$ cat src/psu_cfg.svh
// Constants of the supply status sequencer: offsets, fields, reset values, timing
`ifndef PSU_CFG_SVH
`define PSU_CFG_SVH

`define CLK_KHZ          40000
`define ACOK_ON1_MS      500
`define ACOK_ON2_MS      100
`define ACOK_OFF_MS      5
`define HOLD_MAIN_MS     7
`define HOLD_STANDBY_MS  15
`define MIN_OFF_MS       2000
`define BLINK_PERIOD_MS  1200
`define SYNC_LAG         3

`define IN_COUNT         17
`define IN_AC            0
`define IN_PON_N         1
`define IN_KILL          2
`define IN_HS_PERMIT     3
`define IN_LIGHT_LOAD    4
`define IN_SB_IN_REG     5
`define IN_MAIN_IN_REG   6
`define IN_MAIN_ABOVE_PG 7
`define IN_OT_SHUTDOWN   8
`define IN_OT_WARNING    9
`define IN_OV_SHUTDOWN   10
`define IN_OC_SHUTDOWN   11
`define IN_FAN_MAJOR     12
`define IN_FAN_MINOR     13
`define IN_SB_SEL        14
`define IN_SHARE         15
`define IN_SB_RUN        16
`define SYNC_RESET       17'h0C00E

`define REG_CTRL         8'h00
`define REG_STATUS       8'h04
`define REG_INPUTS       8'h08
`define CTRL_HS_ALLOW    0
`define CTRL_RESET       1'b0

`define ST_MAINS_GOOD    0
`define ST_MAIN_ON       1
`define ST_STANDBY_ON    2
`define ST_FAULT         3
`define ST_HOT_SPARE     4
`define ST_POWER_GOOD    5
`define ST_ALERT         6
`define ST_LED_AC        7
`define ST_LED_GREEN     8
`define ST_LED_YELLOW    9
`define ST_STATE_LO      12

`endif

$ cat src/psu_pkg.sv
// Types of the supply status sequencer
`include "psu_cfg.svh"

package psu_pkg;

  typedef enum logic [1:0] {main_off, main_on, main_holdup, main_rest} main_state_type;

  typedef struct packed {
    logic [`IN_COUNT-1:0] sync1;
    logic [`IN_COUNT-1:0] sync2;
    main_state_type       mstate;
    logic [31:0]          timer;
    logic [31:0]          good_timer;
    logic [31:0]          sb_timer;
    logic                 mains_good;
    logic                 standby_on;
    logic                 cold;
    logic                 fault_latch;
    logic                 hs_mode;
    logic                 hs_pull;
    logic                 ctrl_hs;
    logic                 main_en;
    logic                 pgood;
    logic                 alert;
    logic                 led_ac;
    logic                 led_green;
    logic                 led_yellow;
    logic                 share_en;
    logic                 share_tx;
    logic                 share_rx;
    logic                 wr_pend;
    logic [7:0]           addr;
    logic [31:0]          hrdata;
  } seq_state_type;

  typedef struct packed {
    logic [31:0] count;
    logic        half;
    logic        third;
    logic        two_third;
  } blink_state_type;

endpackage

$ cat src/psu_status_sequencer.sv
// Power supply status sequencer: main output control, AC-good, LEDs, alert, AHB-Lite registers
//
// Added by the designer: the placing of the registers and the AHB-Lite register port.
`include "psu_cfg.svh"
// Functional notes
// - AC LED green in range, off otherwise
// - Status LED priority: power-on high first, then hot-standby
// - Regulation, shutdown or major fan faults: solid yellow
// - Overtemp warning 2:1, minor fan 1:1
// - Kill high disables main; standby unaffected
// - Auto turn-on with AC and power-on low
// - Cold start AC-good within 500 ms
// - After dip AC-good within 100 ms
// - AC-good drops within 5 ms of loss
// - AC-good leads main 7 ms, standby 15 ms
// - Main minimum off after dropout, max 2000 ms
// - Alert is open drain, no pull-up
// - Share pin disconnected while supply off
// - Control inputs read high when unconnected
// - Power-on low enables main; high clears faults
// - Alert is OR of shutdowns and warnings; the code also ORs in regulation and major fan faults
// - Power good needs standby and main above threshold
module psu_status_sequencer #(
  parameter int unsigned ACOK_ON1_CYC  = `ACOK_ON1_MS * `CLK_KHZ,
  parameter int unsigned ACOK_ON2_CYC  = `ACOK_ON2_MS * `CLK_KHZ,
  parameter int unsigned HOLD_MAIN_CYC = `HOLD_MAIN_MS * `CLK_KHZ,
  parameter int unsigned HOLD_SB_CYC   = `HOLD_STANDBY_MS * `CLK_KHZ,
  parameter int unsigned MIN_OFF_CYC   = `MIN_OFF_MS * `CLK_KHZ,
  parameter int unsigned BLINK_CYC     = `BLINK_PERIOD_MS * `CLK_KHZ
) (
  input  wire logic        hclk,
  input  wire logic        hresetn,
  input  wire logic        hsel,
  input  wire logic [31:0] haddr,
  input  wire logic [1:0]  htrans,
  input  wire logic        hwrite,
  input  wire logic [2:0]  hsize,
  input  wire logic [31:0] hwdata,
  input  wire logic        hready,
  output logic             hreadyout,
  output logic             hresp,
  output logic [31:0]      hrdata,
  input  wire logic        ac_in_range,
  input  wire logic        power_on_request_n,
  input  wire logic        main_kill_request,
  input  wire logic        hot_spare_permit,
  input  wire logic        standby_volt_sel,
  input  wire logic        light_load,
  input  wire logic        standby_in_reg,
  input  wire logic        main_in_reg,
  input  wire logic        main_above_pg,
  input  wire logic        ot_shutdown,
  input  wire logic        ot_warning,
  input  wire logic        ov_shutdown,
  input  wire logic        oc_shutdown,
  input  wire logic        fan_error_major,
  input  wire logic        fan_error_minor,
  input  wire logic        standby_running,
  input  wire logic        share_bus_pin,
  input  wire logic        share_tx,
  output logic             share_bus_pin_out,
  output logic             share_bus_pin_en_n,
  output logic             share_rx,
  output logic             hot_spare_permit_out,
  output logic             hot_spare_permit_en_n,
  output logic             alert_out_n,
  output logic             alert_out_n_en_n,
  output logic             main_enable,
  output logic             standby_enable,
  output logic             standby_level_high,
  output logic             mains_good_out,
  output logic             power_good_out,
  output logic             ac_led_green,
  output logic             status_led_green,
  output logic             status_led_yellow
);

  psu_pkg::seq_state_type s;
  psu_pkg::seq_state_type next_s;

  logic        blink_half;
  logic        blink_third;
  logic        blink_two_third;
  logic        ac_ok;
  logic        pon_n;
  logic        kill;
  logic        shutdown_any;
  logic        yellow_fault;
  logic        run_ok;
  logic        take;
  logic        ctrl_now;
  logic [31:0] on_limit;
  logic [31:0] status_word;

  ratio_blinker #(
    .PERIOD (BLINK_CYC)
  ) u_blink (
    .hclk      (hclk),
    .hresetn   (hresetn),
    .half      (blink_half),
    .third     (blink_third),
    .two_third (blink_two_third)
  );

  ////////////////////////////////////////////////////////////////////////////////
  // Synchronised inputs and derived conditions

  assign ac_ok = s.sync2[`IN_AC];
  assign pon_n = s.sync2[`IN_PON_N];
  assign kill  = s.sync2[`IN_KILL];

  assign shutdown_any = s.sync2[`IN_OT_SHUTDOWN] | s.sync2[`IN_OV_SHUTDOWN]
                      | s.sync2[`IN_OC_SHUTDOWN];

  // Any condition that forces the status LED solid yellow
  assign yellow_fault = (s.main_en & ~s.sync2[`IN_MAIN_IN_REG])
                      | (s.standby_on & ~s.sync2[`IN_SB_IN_REG])
                      | shutdown_any | s.fault_latch
                      | s.sync2[`IN_FAN_MAJOR];

  assign run_ok = s.mains_good & ~pon_n & ~kill & ~s.fault_latch
                & s.sync2[`IN_SB_IN_REG] & ~s.hs_mode;

  assign on_limit = (s.cold ? ACOK_ON1_CYC : ACOK_ON2_CYC) - 32'(`SYNC_LAG);

  assign take = hsel & htrans[1] & hready;

  // A write to the control word in its data phase is forwarded to a read behind it
  assign ctrl_now = (s.wr_pend && s.addr == `REG_CTRL) ? hwdata[`CTRL_HS_ALLOW] : s.ctrl_hs;

  always_comb begin
    status_word                 = 32'h00000000;
    status_word[`ST_MAINS_GOOD] = s.mains_good;
    status_word[`ST_MAIN_ON]    = s.main_en;
    status_word[`ST_STANDBY_ON] = s.standby_on;
    status_word[`ST_FAULT]      = s.fault_latch;
    status_word[`ST_HOT_SPARE]  = s.hs_mode;
    status_word[`ST_POWER_GOOD] = s.pgood;
    status_word[`ST_ALERT]      = s.alert;
    status_word[`ST_LED_AC]     = s.led_ac;
    status_word[`ST_LED_GREEN]  = s.led_green;
    status_word[`ST_LED_YELLOW] = s.led_yellow;
    status_word[`ST_STATE_LO +: 2] = s.mstate;
  end

  ////////////////////////////////////////////////////////////////////////////////
  // Next state

  always_comb begin
    next_s = s;

    next_s.sync1 = {standby_running, share_bus_pin, standby_volt_sel,
                    fan_error_minor, fan_error_major, oc_shutdown, ov_shutdown,
                    ot_warning, ot_shutdown, main_above_pg, main_in_reg,
                    standby_in_reg, light_load, hot_spare_permit,
                    main_kill_request, power_on_request_n, ac_in_range};
    next_s.sync2 = s.sync1;

    // AC-good: off at once on loss, on after the cold or dip delay
    if (!ac_ok) begin
      next_s.mains_good = 1'b0;
      next_s.good_timer = 32'h00000000;
    end else if (!s.mains_good) begin
      if (s.good_timer >= on_limit) begin
        next_s.mains_good = 1'b1;
        next_s.cold       = 1'b0;
      end else begin
        next_s.good_timer = s.good_timer + 32'h00000001;
      end
    end

    // Standby rail holds up past AC-good loss, then a later start counts as cold
    if (ac_ok) begin
      next_s.standby_on = 1'b1;
      next_s.sb_timer   = 32'h00000000;
    end else if (s.standby_on) begin
      if (s.sb_timer >= HOLD_SB_CYC - 32'd1) begin
        next_s.standby_on = 1'b0;
        next_s.cold       = 1'b1;
      end else begin
        next_s.sb_timer = s.sb_timer + 32'h00000001;
      end
    end

    // Latched shutdowns clear while power-on is released; a new event wins
    next_s.fault_latch = shutdown_any | (s.fault_latch & ~pon_n);

    next_s.hs_mode = s.ctrl_hs & s.sync2[`IN_HS_PERMIT] & s.sync2[`IN_LIGHT_LOAD]
                   & s.mains_good & ~s.fault_latch & ~shutdown_any;
    next_s.hs_pull = s.fault_latch | shutdown_any;

    unique case (s.mstate)
      psu_pkg::main_off: begin
        if (run_ok) begin
          next_s.mstate = psu_pkg::main_on;
        end
      end
      psu_pkg::main_on: begin
        next_s.timer = 32'h00000000;
        if (kill || pon_n || s.fault_latch || s.hs_mode) begin
          next_s.mstate = psu_pkg::main_off;
        end else if (!s.mains_good) begin
          next_s.mstate = psu_pkg::main_holdup;
        end
      end
      psu_pkg::main_holdup: begin
        if (kill || pon_n || s.fault_latch) begin
          next_s.mstate = psu_pkg::main_off;
        end else if (s.mains_good) begin
          next_s.mstate = psu_pkg::main_on;
        end else if (s.timer >= HOLD_MAIN_CYC - 32'd1) begin
          next_s.mstate = psu_pkg::main_rest;
          next_s.timer  = 32'h00000000;
        end else begin
          next_s.timer = s.timer + 32'h00000001;
        end
      end
      psu_pkg::main_rest: begin
        if (s.timer >= MIN_OFF_CYC - 32'd1) begin
          next_s.mstate = psu_pkg::main_off;
          next_s.timer  = 32'h00000000;
        end else begin
          next_s.timer = s.timer + 32'h00000001;
        end
      end
    endcase

    next_s.main_en = (next_s.mstate == psu_pkg::main_on)
                   || (next_s.mstate == psu_pkg::main_holdup);

    next_s.pgood = s.sync2[`IN_SB_IN_REG] & s.sync2[`IN_MAIN_ABOVE_PG] & s.main_en;

    next_s.alert = shutdown_any | s.fault_latch | yellow_fault
                 | s.sync2[`IN_OT_WARNING] | s.sync2[`IN_FAN_MINOR];

    next_s.led_ac = ac_ok;

    if (pon_n) begin
      next_s.led_yellow = blink_half;
      next_s.led_green  = 1'b0;
    end else if (s.hs_mode) begin
      next_s.led_yellow = blink_third;
      next_s.led_green  = ~blink_third;
    end else if (yellow_fault) begin
      next_s.led_yellow = 1'b1;
      next_s.led_green  = 1'b0;
    end else if (s.sync2[`IN_OT_WARNING]) begin
      next_s.led_yellow = blink_two_third;
      next_s.led_green  = ~blink_two_third;
    end else if (s.sync2[`IN_FAN_MINOR]) begin
      next_s.led_yellow = blink_half;
      next_s.led_green  = ~blink_half;
    end else begin
      next_s.led_yellow = 1'b0;
      next_s.led_green  = s.main_en;
    end

    // Share pin only joins the bus while the supply runs without fault
    next_s.share_en = s.main_en & ~s.fault_latch;
    next_s.share_tx = share_tx;
    next_s.share_rx = s.share_en ? s.sync2[`IN_SHARE] : 1'b1;

    // AHB-Lite slave, zero wait states
    if (s.wr_pend && s.addr == `REG_CTRL) begin
      next_s.ctrl_hs = hwdata[`CTRL_HS_ALLOW];
    end
    next_s.wr_pend = take & hwrite;
    if (take) begin
      next_s.addr = haddr[7:0];
    end
    if (take && !hwrite) begin
      unique case (haddr[7:0])
        `REG_CTRL:   next_s.hrdata = {31'h00000000, ctrl_now};
        `REG_STATUS: next_s.hrdata = status_word;
        `REG_INPUTS: next_s.hrdata = {15'h0000, s.sync2};
        default:     next_s.hrdata = 32'h00000000;
      endcase
    end
  end

  ////////////////////////////////////////////////////////////////////////////////
  // State register

  always_ff @(posedge hclk or negedge hresetn) begin
    if (!hresetn) begin
      s         <= '0;
      s.sync1   <= `SYNC_RESET;
      s.sync2   <= `SYNC_RESET;
      s.cold    <= 1'b1;
      s.ctrl_hs <= `CTRL_RESET;
      s.share_rx <= 1'b1;
    end else begin
      s <= next_s;
    end
  end

  ////////////////////////////////////////////////////////////////////////////////
  // Outputs

  assign hreadyout = 1'b1;
  assign hresp     = 1'b0;
  assign hrdata    = s.hrdata;

  assign main_enable        = s.main_en;
  assign standby_enable     = s.standby_on;
  assign standby_level_high = s.sync2[`IN_SB_SEL];
  assign mains_good_out     = s.mains_good;
  assign power_good_out     = s.pgood;
  assign ac_led_green       = s.led_ac;
  assign status_led_green   = s.led_green;
  assign status_led_yellow  = s.led_yellow;
  assign share_rx           = s.share_rx;

  // Open-drain pins only ever pull low; enable low means driving
  assign alert_out_n           = 1'b0;
  assign alert_out_n_en_n      = ~s.alert;
  assign hot_spare_permit_out  = 1'b0;
  assign hot_spare_permit_en_n = ~s.hs_pull;
  assign share_bus_pin_out     = 1'b0;
  assign share_bus_pin_en_n    = ~(s.share_en & ~s.share_tx);

endmodule

$ cat src/ratio_blinker.sv
// Free-running blink period divided into halves and thirds
module ratio_blinker #(
  parameter int unsigned PERIOD = 32'd48000000
) (
  input  wire logic hclk,
  input  wire logic hresetn,
  output logic      half,
  output logic      third,
  output logic      two_third
);

  psu_pkg::blink_state_type s;
  psu_pkg::blink_state_type next_s;

  always_comb begin
    next_s = s;
    if (s.count >= PERIOD - 32'd1) begin
      next_s.count = 32'h00000000;
    end else begin
      next_s.count = s.count + 32'h00000001;
    end
    // One period split into fixed proportions
    next_s.half      = (s.count < (PERIOD / 32'd2));
    next_s.third     = (s.count < (PERIOD / 32'd3));
    next_s.two_third = (s.count < ((PERIOD / 32'd3) * 32'd2));
  end

  always_ff @(posedge hclk or negedge hresetn) begin
    if (!hresetn) begin
      s <= '0;
    end else begin
      s <= next_s;
    end
  end

  assign half      = s.half;
  assign third     = s.third;
  assign two_third = s.two_third;

endmodule

$ cat config.mk
export PLATFORM = sky130hd
export DESIGN_NAME = psu_status_sequencer
export DESIGN_NICKNAME = d
export VERILOG_FILES = /design/src/psu_pkg.sv /design/src/psu_status_sequencer.sv /design/src/ratio_blinker.sv
export VERILOG_INCLUDE_DIRS = /design/src
export SDC_FILE = /design/constraint.sdc
export NUM_CORES = 1
export LEC_CHECK = 0
export ABC_AREA = 0
export BUFFER_PORTS_ARGS = -buffer_cell sky130_fd_sc_hd__buf_2
export CORE_MARGIN = 2
export CORE_UTILIZATION = 40
export DETAILED_ROUTE_END_ITERATION = 8
export HOLD_SLACK_MARGIN = 0.12
export SLEW_MARGIN = 20
export SYNTH_ARGS = -nofsm -noshare
export SYNTH_HDL_FRONTEND = slang
export SYNTH_SLANG_ARGS = --single-unit
$ cat constraint.sdc
create_clock -name hclk -period 2.8 [get_ports hclk]
set_input_delay 0.28 -clock hclk [delete_from_list [all_inputs] [get_ports hclk]]
set_output_delay 0.28 -clock hclk [all_outputs]
set_load 0.03 [all_outputs]
==> impl_metrics.tcl, run 1 <==
set metrics [dict create \
    multi_input_area_mm2 0.00410 \
    grt_pass1_wl_um 34900 \
    finClkSkew_ns 0.0168 \
    synth_edf_count 0 \
    p_clk_share_pct 47.6 \
    period_share_pct 93.8 \
    viasPerCell 5.11 \
    drt_wl_total_um 20400 \
    cts_made_buffers 23 \
    p_sw_share_pct 22.1 \
    cp_data_required_time_ns 3.21 \
    place.gp.congestion 0.788 \
    drive_above_1_share_pct 16.4 \
    fp.dieArea_mm2 0.0255 \
    die_w_um 160 \
    grt_overflow 0 \
    final_cell_mix "dfrtp_1, nand2_1, nor2_1" \
    grt_use_met1_pct 24.4 \
    synth-main-ff-cell "dfrtp_1" \
    period_needed_ns 2.63 \
    fmax_mhz 381 \
    fillCellCount 2297 \
    cts-root-buf "clkbuf_16" \
    clock_tree.htree_level_count 1 \
    grt_util_met3_pct 2.16 \
    grtUsageTotal_pct 16.3 \
    syn_area_per_cell_um2 10.3 \
    hold_path_class "in2reg" \
    die_h_um 160 \
    leakage_nw 5.08 \
    intPower_mw 5.07 \
    hpwl_um 13600 \
    first_pass_iters 5 \
    p_per_area_mw_per_mm2 570 \
    grt_max_degree 72 \
    power.switching_mw 1.44 \
    combPwrFrac_pct 4.1 \
    antenna_found_initial 0 \
    nets 1134 \
    drc_errors 0 \
    grt_pass1_vias 6900 \
    outcome "finished clean" \
    slew_viol_final 0 \
    vias 7013 \
    worst_ep_arrival_time_ns 3.03 \
    yosys_warnings 0 \
    ant_nets 0 \
    cts.clk_slew.worst_paths_ns 0.06 \
    cts.sinks 209 \
    synth_cells 943 \
    area.growth.synth_to_final_pct 17.6 \
    ys_seq_area_share_pct 54.0 \
    cts_tree "done" \
    worst_slew_pin_slew_ns 0.672 \
    setup.worst_path.class "reg2reg" \
    pin_count 141 \
    peakVddDrop_mv 0.383 \
    power_mw 6.51 \
    setup_viol 0 \
    n_antenna_cell 0 \
    use_met2_pct 25.3 \
    core_area_mm2 0.0241 \
    wl_per_cell_um 14.9 \
    clkLatencyLatePin_ns 0.52 \
    rsz0062_at_grt "yes" \
    cp_max_fo 10 \
    portBuffers 61 \
    p_seq_share_pct 48.3 \
    register_area_mm2 0.00525 \
    final_common_cell "dfrtp_1" \
    fp-row-count 57 \
    crit_path_start_kind "flop" \
    place_ws_ns 0.0599 \
    hold_viol 0 \
    hold-worst-slack_ns 0.320 \
    postCtsSetupRepairBufs 0 \
    synth-async-reset-ratio_pct 100 \
    crit_path_end_kind "flop" \
    clock_path_buffers 3 \
    setup_slack_ns 0.175 \
    syn_area_mm2 0.00971 \
    maxCapViolations 0 \
    yosys_register_bits 209 \
    synth_cell_types 61 \
    relSlewSlack_pct 55.2 \
    grt.busiest_layer "met2" \
    drtIter0Drc 480 \
    start_util_pct 40.3 \
]
-- layer usage --
metal  part of all wire, %  vias up  wire [um]
li1                      -     3452          -
met1                    50     3414      10200
met2                    44      125       8990
met3                   4.4       22        907
met4                   1.3        0        257
met5                     0        -          0
-- cell families (layout without fill, tap and decap cells) --
logic type	Yosys count	count (layout)	synth area share [%]
AND/OR/NAND/NOR	413	413	22.2
flip-flops	209	209	54.0
AO/OA/AOI/OAI	142	142	10.2
buffers and inverters	94	175	5.33
XOR/XNOR	58	58	5.23
multiplexers	14	14	1.56
adder cells (fa/ha/maj)	11	11	1.42
other	2	26	0.0773
-- timing repair --
action | 4_1_cts | 5_1_grt
endpoints found under the setup margin | 0 | 27
endpoints found under the hold margin | 95 | 0
hold buffers | 29 | 0
gates resized for setup | 0 | 10
-- power by group through the flow --
stage | clock, mW | sequential [mW] | combinational [mW]
after floorplan | 0 | 3.18 | 0.146
after global placement | 0 | 3.20 | 0.238
after detailed placement | 0 | 3.20 | 0.241
after CTS | 3.19 | 3.14 | 0.272
after global routing | 3.34 | 3.15 | 0.300
final | 3.10 | 3.14 | 0.267
-- path summary, 6_finish.rpt --
| kind | from | to | slack, ns | depth (start not counted) |
|---|---|---|---|---|
| setup / recovery | s[54] | s[104] | 0.17 | 10 |
| hold / removal | htrans[1] | s[40] | 0.32 | 3 |
| setup reg to reg | s[54] | s[104] | 0.17 | 10 |
| hold reg to reg | next_s[171] | s[171] | 0.34 | 0 |
| max in group asynchronous | hresetn | status_led_yellow | 1.64 | 3 |
| min in group asynchronous | hresetn | s[71] | 0.33 | 2 |
-- sequential cells by signal, indices dropped and copies added, names as in the netlist, 17 cells and up --
register	count
hrdata	17
next_s	17
s	128
u_blink.s	32
-- area by class of cell --
cell class,count,share of cell area [%]
clock inverter,11,1.33
multi-input combinational,664,35.9
timing repair buffer,117,7.18
clock buffer,31,5.57
sequential,209,45.9
inverter,16,0.526
tap,324,3.55
-- critical path, stage by stage, from the launching register on --
cell	delay [ns]
dfstp_2	0.55
inv_1	0.10
ha_1	0.32
a2111oi_2	0.36
nand3_1	0.11
nor2_1	0.11
a32oi_1	0.13
buf_4	0.24
nor4_1	0.33
xor2_1	0.11
and2_1	0.17
-- through the flow --
step | util (%) | TNS [ns] | instances | instance area (um^2)
finish | 47.4 | 0 | 1372 | 11400
global route | 47.4 | -0.0727 | 1372 | 11400
CTS | 47.2 | 0 | 1372 | 11400
detailed placement | 42.7 | 0 | 1301 | 10300
global placement | 42.7 | 0 | 1301 | 10300
floorplan | - | 0 | 967 | 9800
-- cell usage after synthesis (all sizes together) (6+ instances only) --
library cell / number / area share [%]
dfrtp: 197 / 51
nand2: 82 / 3.2
nor2: 63 / 2.4
nand3: 56 / 2.9
nor3: 49 / 2.6
buf: 45 / 3.4
o21ai: 42 / 2.2
and2: 36 / 2.3
xor2: 35 / 3.2
clkbuf: 33 / 1.3
nor4: 23 / 1.5
xnor2: 23 / 2.1
nand4: 22 / 1.4
nor2b: 20 / 1.3
and3: 19 / 1.2
inv: 16 / 0.62
a21oi: 14 / 0.72
o31ai: 13 / 1.0
dfstp: 12 / 3.2
a22o: 11 / 0.99
a22oi: 11 / 0.85
ha: 11 / 1.4
a21o: 9 / 0.79
a31oi: 9 / 0.58
mux2: 9 / 1.0
or4: 8 / 0.62
nand3b: 7 / 0.54
a2bb2oi: 6 / 0.54
nand2b: 6 / 0.46
nor3b: 6 / 0.46
(Power assumes the default switching activity.)
==> run 2: changes to the inputs <==
- MAX_ROUTING_LAYER: default -> met4
- SYNTH_HIERARCHICAL: default -> 1
==> run 2 against run 1 <==
  * Wire length up 9.3%
  * Critical path type unchanged
  * Via count up 9.1%
  * Largest power group is now clock
  * First-iteration DRC count grew 22%
  * Worst hold slack got worse by 0.13 ns
  * Worst setup slack worse by 0.13 ns
  * Design area grew 4.2%
==> impl_metrics.tcl, run 2 <==
set metrics [dict create \
    drc_errors 0 \
    grtUsageTotal_pct 17.5 \
    cts-root-buf "clkbuf_16" \
    core_area_mm2 0.0245 \
    p_clk_share_pct 48.7 \
    die_h_um 162 \
    hold-worst-slack_ns 0.191 \
    synth_cell_types 66 \
    hp-start "htrans[1]" \
    final_common_cell "dfrtp_1" \
    clock_tree.htree_level_count 1 \
    grt_overflow 0 \
    peakVddDrop_mv 0.479 \
    crit_buf_inv 4 \
    path_common_cell "buf_4" \
    start_util_pct 40.9 \
    clock_path_buffers 3 \
    grt_max_degree 76 \
    slowest_stage "dfstp_2" \
    dp.cells 1351 \
    p_sw_share_pct 21.7 \
    reg.largest.list "s: 128 flops, u_blink/s: 32 flops" \
    met3_length_um 1000 \
    cts.sinks 209 \
    relSlewSlack_pct 33.3 \
    synth_area_leaders "dfrtp_1, nand2_1, dfstp_2, buf_4, o21ai_0" \
    finish.utilization_pct 48.6 \
    yosys_register_bits 209 \
    worst_ep_arrival_time_ns 3.17 \
    fmax_mhz 363 \
    drtIter0Drc 587 \
    fp-row-count 57 \
    drt-met1-wl_um 11100 \
    rr_startpoint "s[54]" \
    synth_top_area_cell "dfrtp_1" \
    final_cell_mix "dfrtp_1, nand2_1, buf_2" \
    n_antenna_cell 0 \
    drive_above_1_share_pct 16.8 \
    syn_area_mm2 0.0100 \
    wl_per_cell_um 15.5 \
    yosys_warnings 6 \
    clkLatencyLatePin_ns 0.51 \
    viasPerCell 5.34 \
    portBuffers 61 \
    place.gp.congestion 0.822 \
    combPwrFrac_pct 4.2 \
    first_pass_iters 5 \
    hold_path_class "in2reg" \
    layout.cells.non_filler 1434 \
    cp_max_fo 7 \
    synth-async-reset-ratio_pct 100 \
    critical_path.top_delay_family "compound AO/OA/AOI/OAI gates" \
    power.switching_mw 1.45 \
    nets 1195 \
    grt_pass1_vias 7339 \
    vias 7651 \
    finClkSkew_ns 0.0151 \
    outcome "finished clean" \
    top_register "s" \
    leakage_nw 5.11 \
    design_area_mm2 0.0119 \
    cts_made_buffers 24 \
    hold_viol 0 \
    post-synth-top-count-cell "dfrtp_1" \
    place_area_mm2 0.0106 \
    cp-startpoint "s[54]" \
    synth_edf_count 0 \
    max_stage_delay_ns 0.57 \
    area.growth.synth_to_final_pct 18.8 \
    pin_count 141 \
    ys_seq_area_share_pct 52.4 \
    cts.clk_slew.worst_paths_ns 0.06 \
    largest_register_ffs 128 \
    syn_area_per_cell_um2 10.0 \
    crit_path_end_kind "flop" \
    hpwl_um 14200 \
    cp_data_required_time_ns 3.22 \
    synth_cells 1000 \
    ant_nets 0 \
    cts_tree "done" \
    grt_pass1_wl_um 37300 \
    die_w_um 162 \
    drt_wl_total_um 22300 \
    rr_worst_depth 10 \
    crit_path_start_kind "flop" \
    antenna_found_initial 0 \
    cp.depth 10 \
    wl_met2_um 9730 \
    period_share_pct 98.3 \
    synthTopCellsByCount "dfrtp_1, nand2_1, o21ai_0, a21oi_1, nor2_1" \
    slew_viol_final 0 \
    intPower_mw 5.21 \
    synth-main-ff-cell "dfrtp_1" \
    setup_viol 0 \
    p_per_area_mw_per_mm2 559 \
    setup.worst_path.class "reg2reg" \
    p_seq_share_pct 47.1 \
    crit_chain "inv_4 -> ha_4 -> a211o_1 -> a2111oi_4 -> buf_4 -> o211ai_1 -> clkbuf_16 -> buf_4 -> or4_1 -> a21oi_1" \
    worst_slew_pin_slew_ns 0.999 \
    fp.dieArea_mm2 0.0263 \
    holdPathStages 4 \
    period_needed_ns 2.75 \
    tns_ns 0 \
    maxCapViolations 0 \
    synth_top_cell_area_share_pct 49.2 \
    maxUsedRoutingLayer "met4" \
]
==> run 2: cell types whose count changed in the layout (fill, tap and decap cells not counted), sizes merged, moves of 20 or more <==
cell / previous run / this run
nand3: 56 / 32
or4: 8 / 29
nor3: 49 / 29
or3: 4 / 39
o21ai: 42 / 62
a21oi: 14 / 50
==> run 2: per-stage QoR <==
stage | setup slack [ns] | power, mW
2_1_floorplan | 0.142 | 3.31
5_1_grt | -0.0294 | 6.91
3_3_place_gp | 0.0380 | 3.43
6_report | 0.0464 | 6.65
3_5_place_dp | -0.0254 | 3.43
4_1_cts | 0.000882 | 6.74
==> run 2: kinds of logic after synthesis <==
kind of cell	count (synthesis)	synth area share, %
adders and majority gates	11	1.37
xor gates and xnor gates	26	2.27
other	3	0.112
buffers and inverters	114	6.11
DFF	209	52.4
and+or+nand+nor	387	20.8
muxes	15	1.62
AOI/OAI and AO/OA	235	15.3
==> run 2: layout make-up <==
cell class                 instances  area [um^2]
fill                            2229        12600
sequential                       209         5250
multi-input combinational        700         4320
timing repair buffer             132          996
clock buffer                      33          696
tap                              324          405
clock inverter                    11          138
inverter                          25         96.3
==> run 2: metal layers <==
metal	track usage, %	vias up
li1	-	3738
met1	25.3	3706
met2	26.1	174
met3	2.50	33
met4	4.38	0
met5	-	-
==> run 2: repair_timing <==
item | CTS | global route
pin swaps | 0 | 6
endpoints found under the hold margin | 99 | 0
gates cloned | 0 | 2
endpoints found under the setup margin | 8 | 14
hold buffers | 29 | 0
gates resized for setup | 1 | 14
setup buffers | 0 | 8
==> run 2: tightest hold or removal path, delay by kind of cell <==
kind,cells,cell delay [ns]
buffers and inverters,2,0.26
and+or+nand+nor,2,0.10
==> run 2: final timing paths <==
kind	to	slack, ns
hold reg to reg	s[158]	0.35
max in group asynchronous	kill	1.64
setup / recovery	s[105]	0.05
setup reg to reg	s[105]	0.05
min in group asynchronous	u_blink/s[3]	0.33
hold / removal	s[40]	0.19
==> run 2: power groups by stage <==
stage               clock [mW]  sequential (mW)  combinational [mW]
finish                    3.24             3.13               0.282
global route              3.46             3.14               0.318
CTS                       3.33             3.13               0.279
detailed placement           0             3.19               0.248
global placement             0             3.18               0.244
floorplan                    0             3.18               0.134
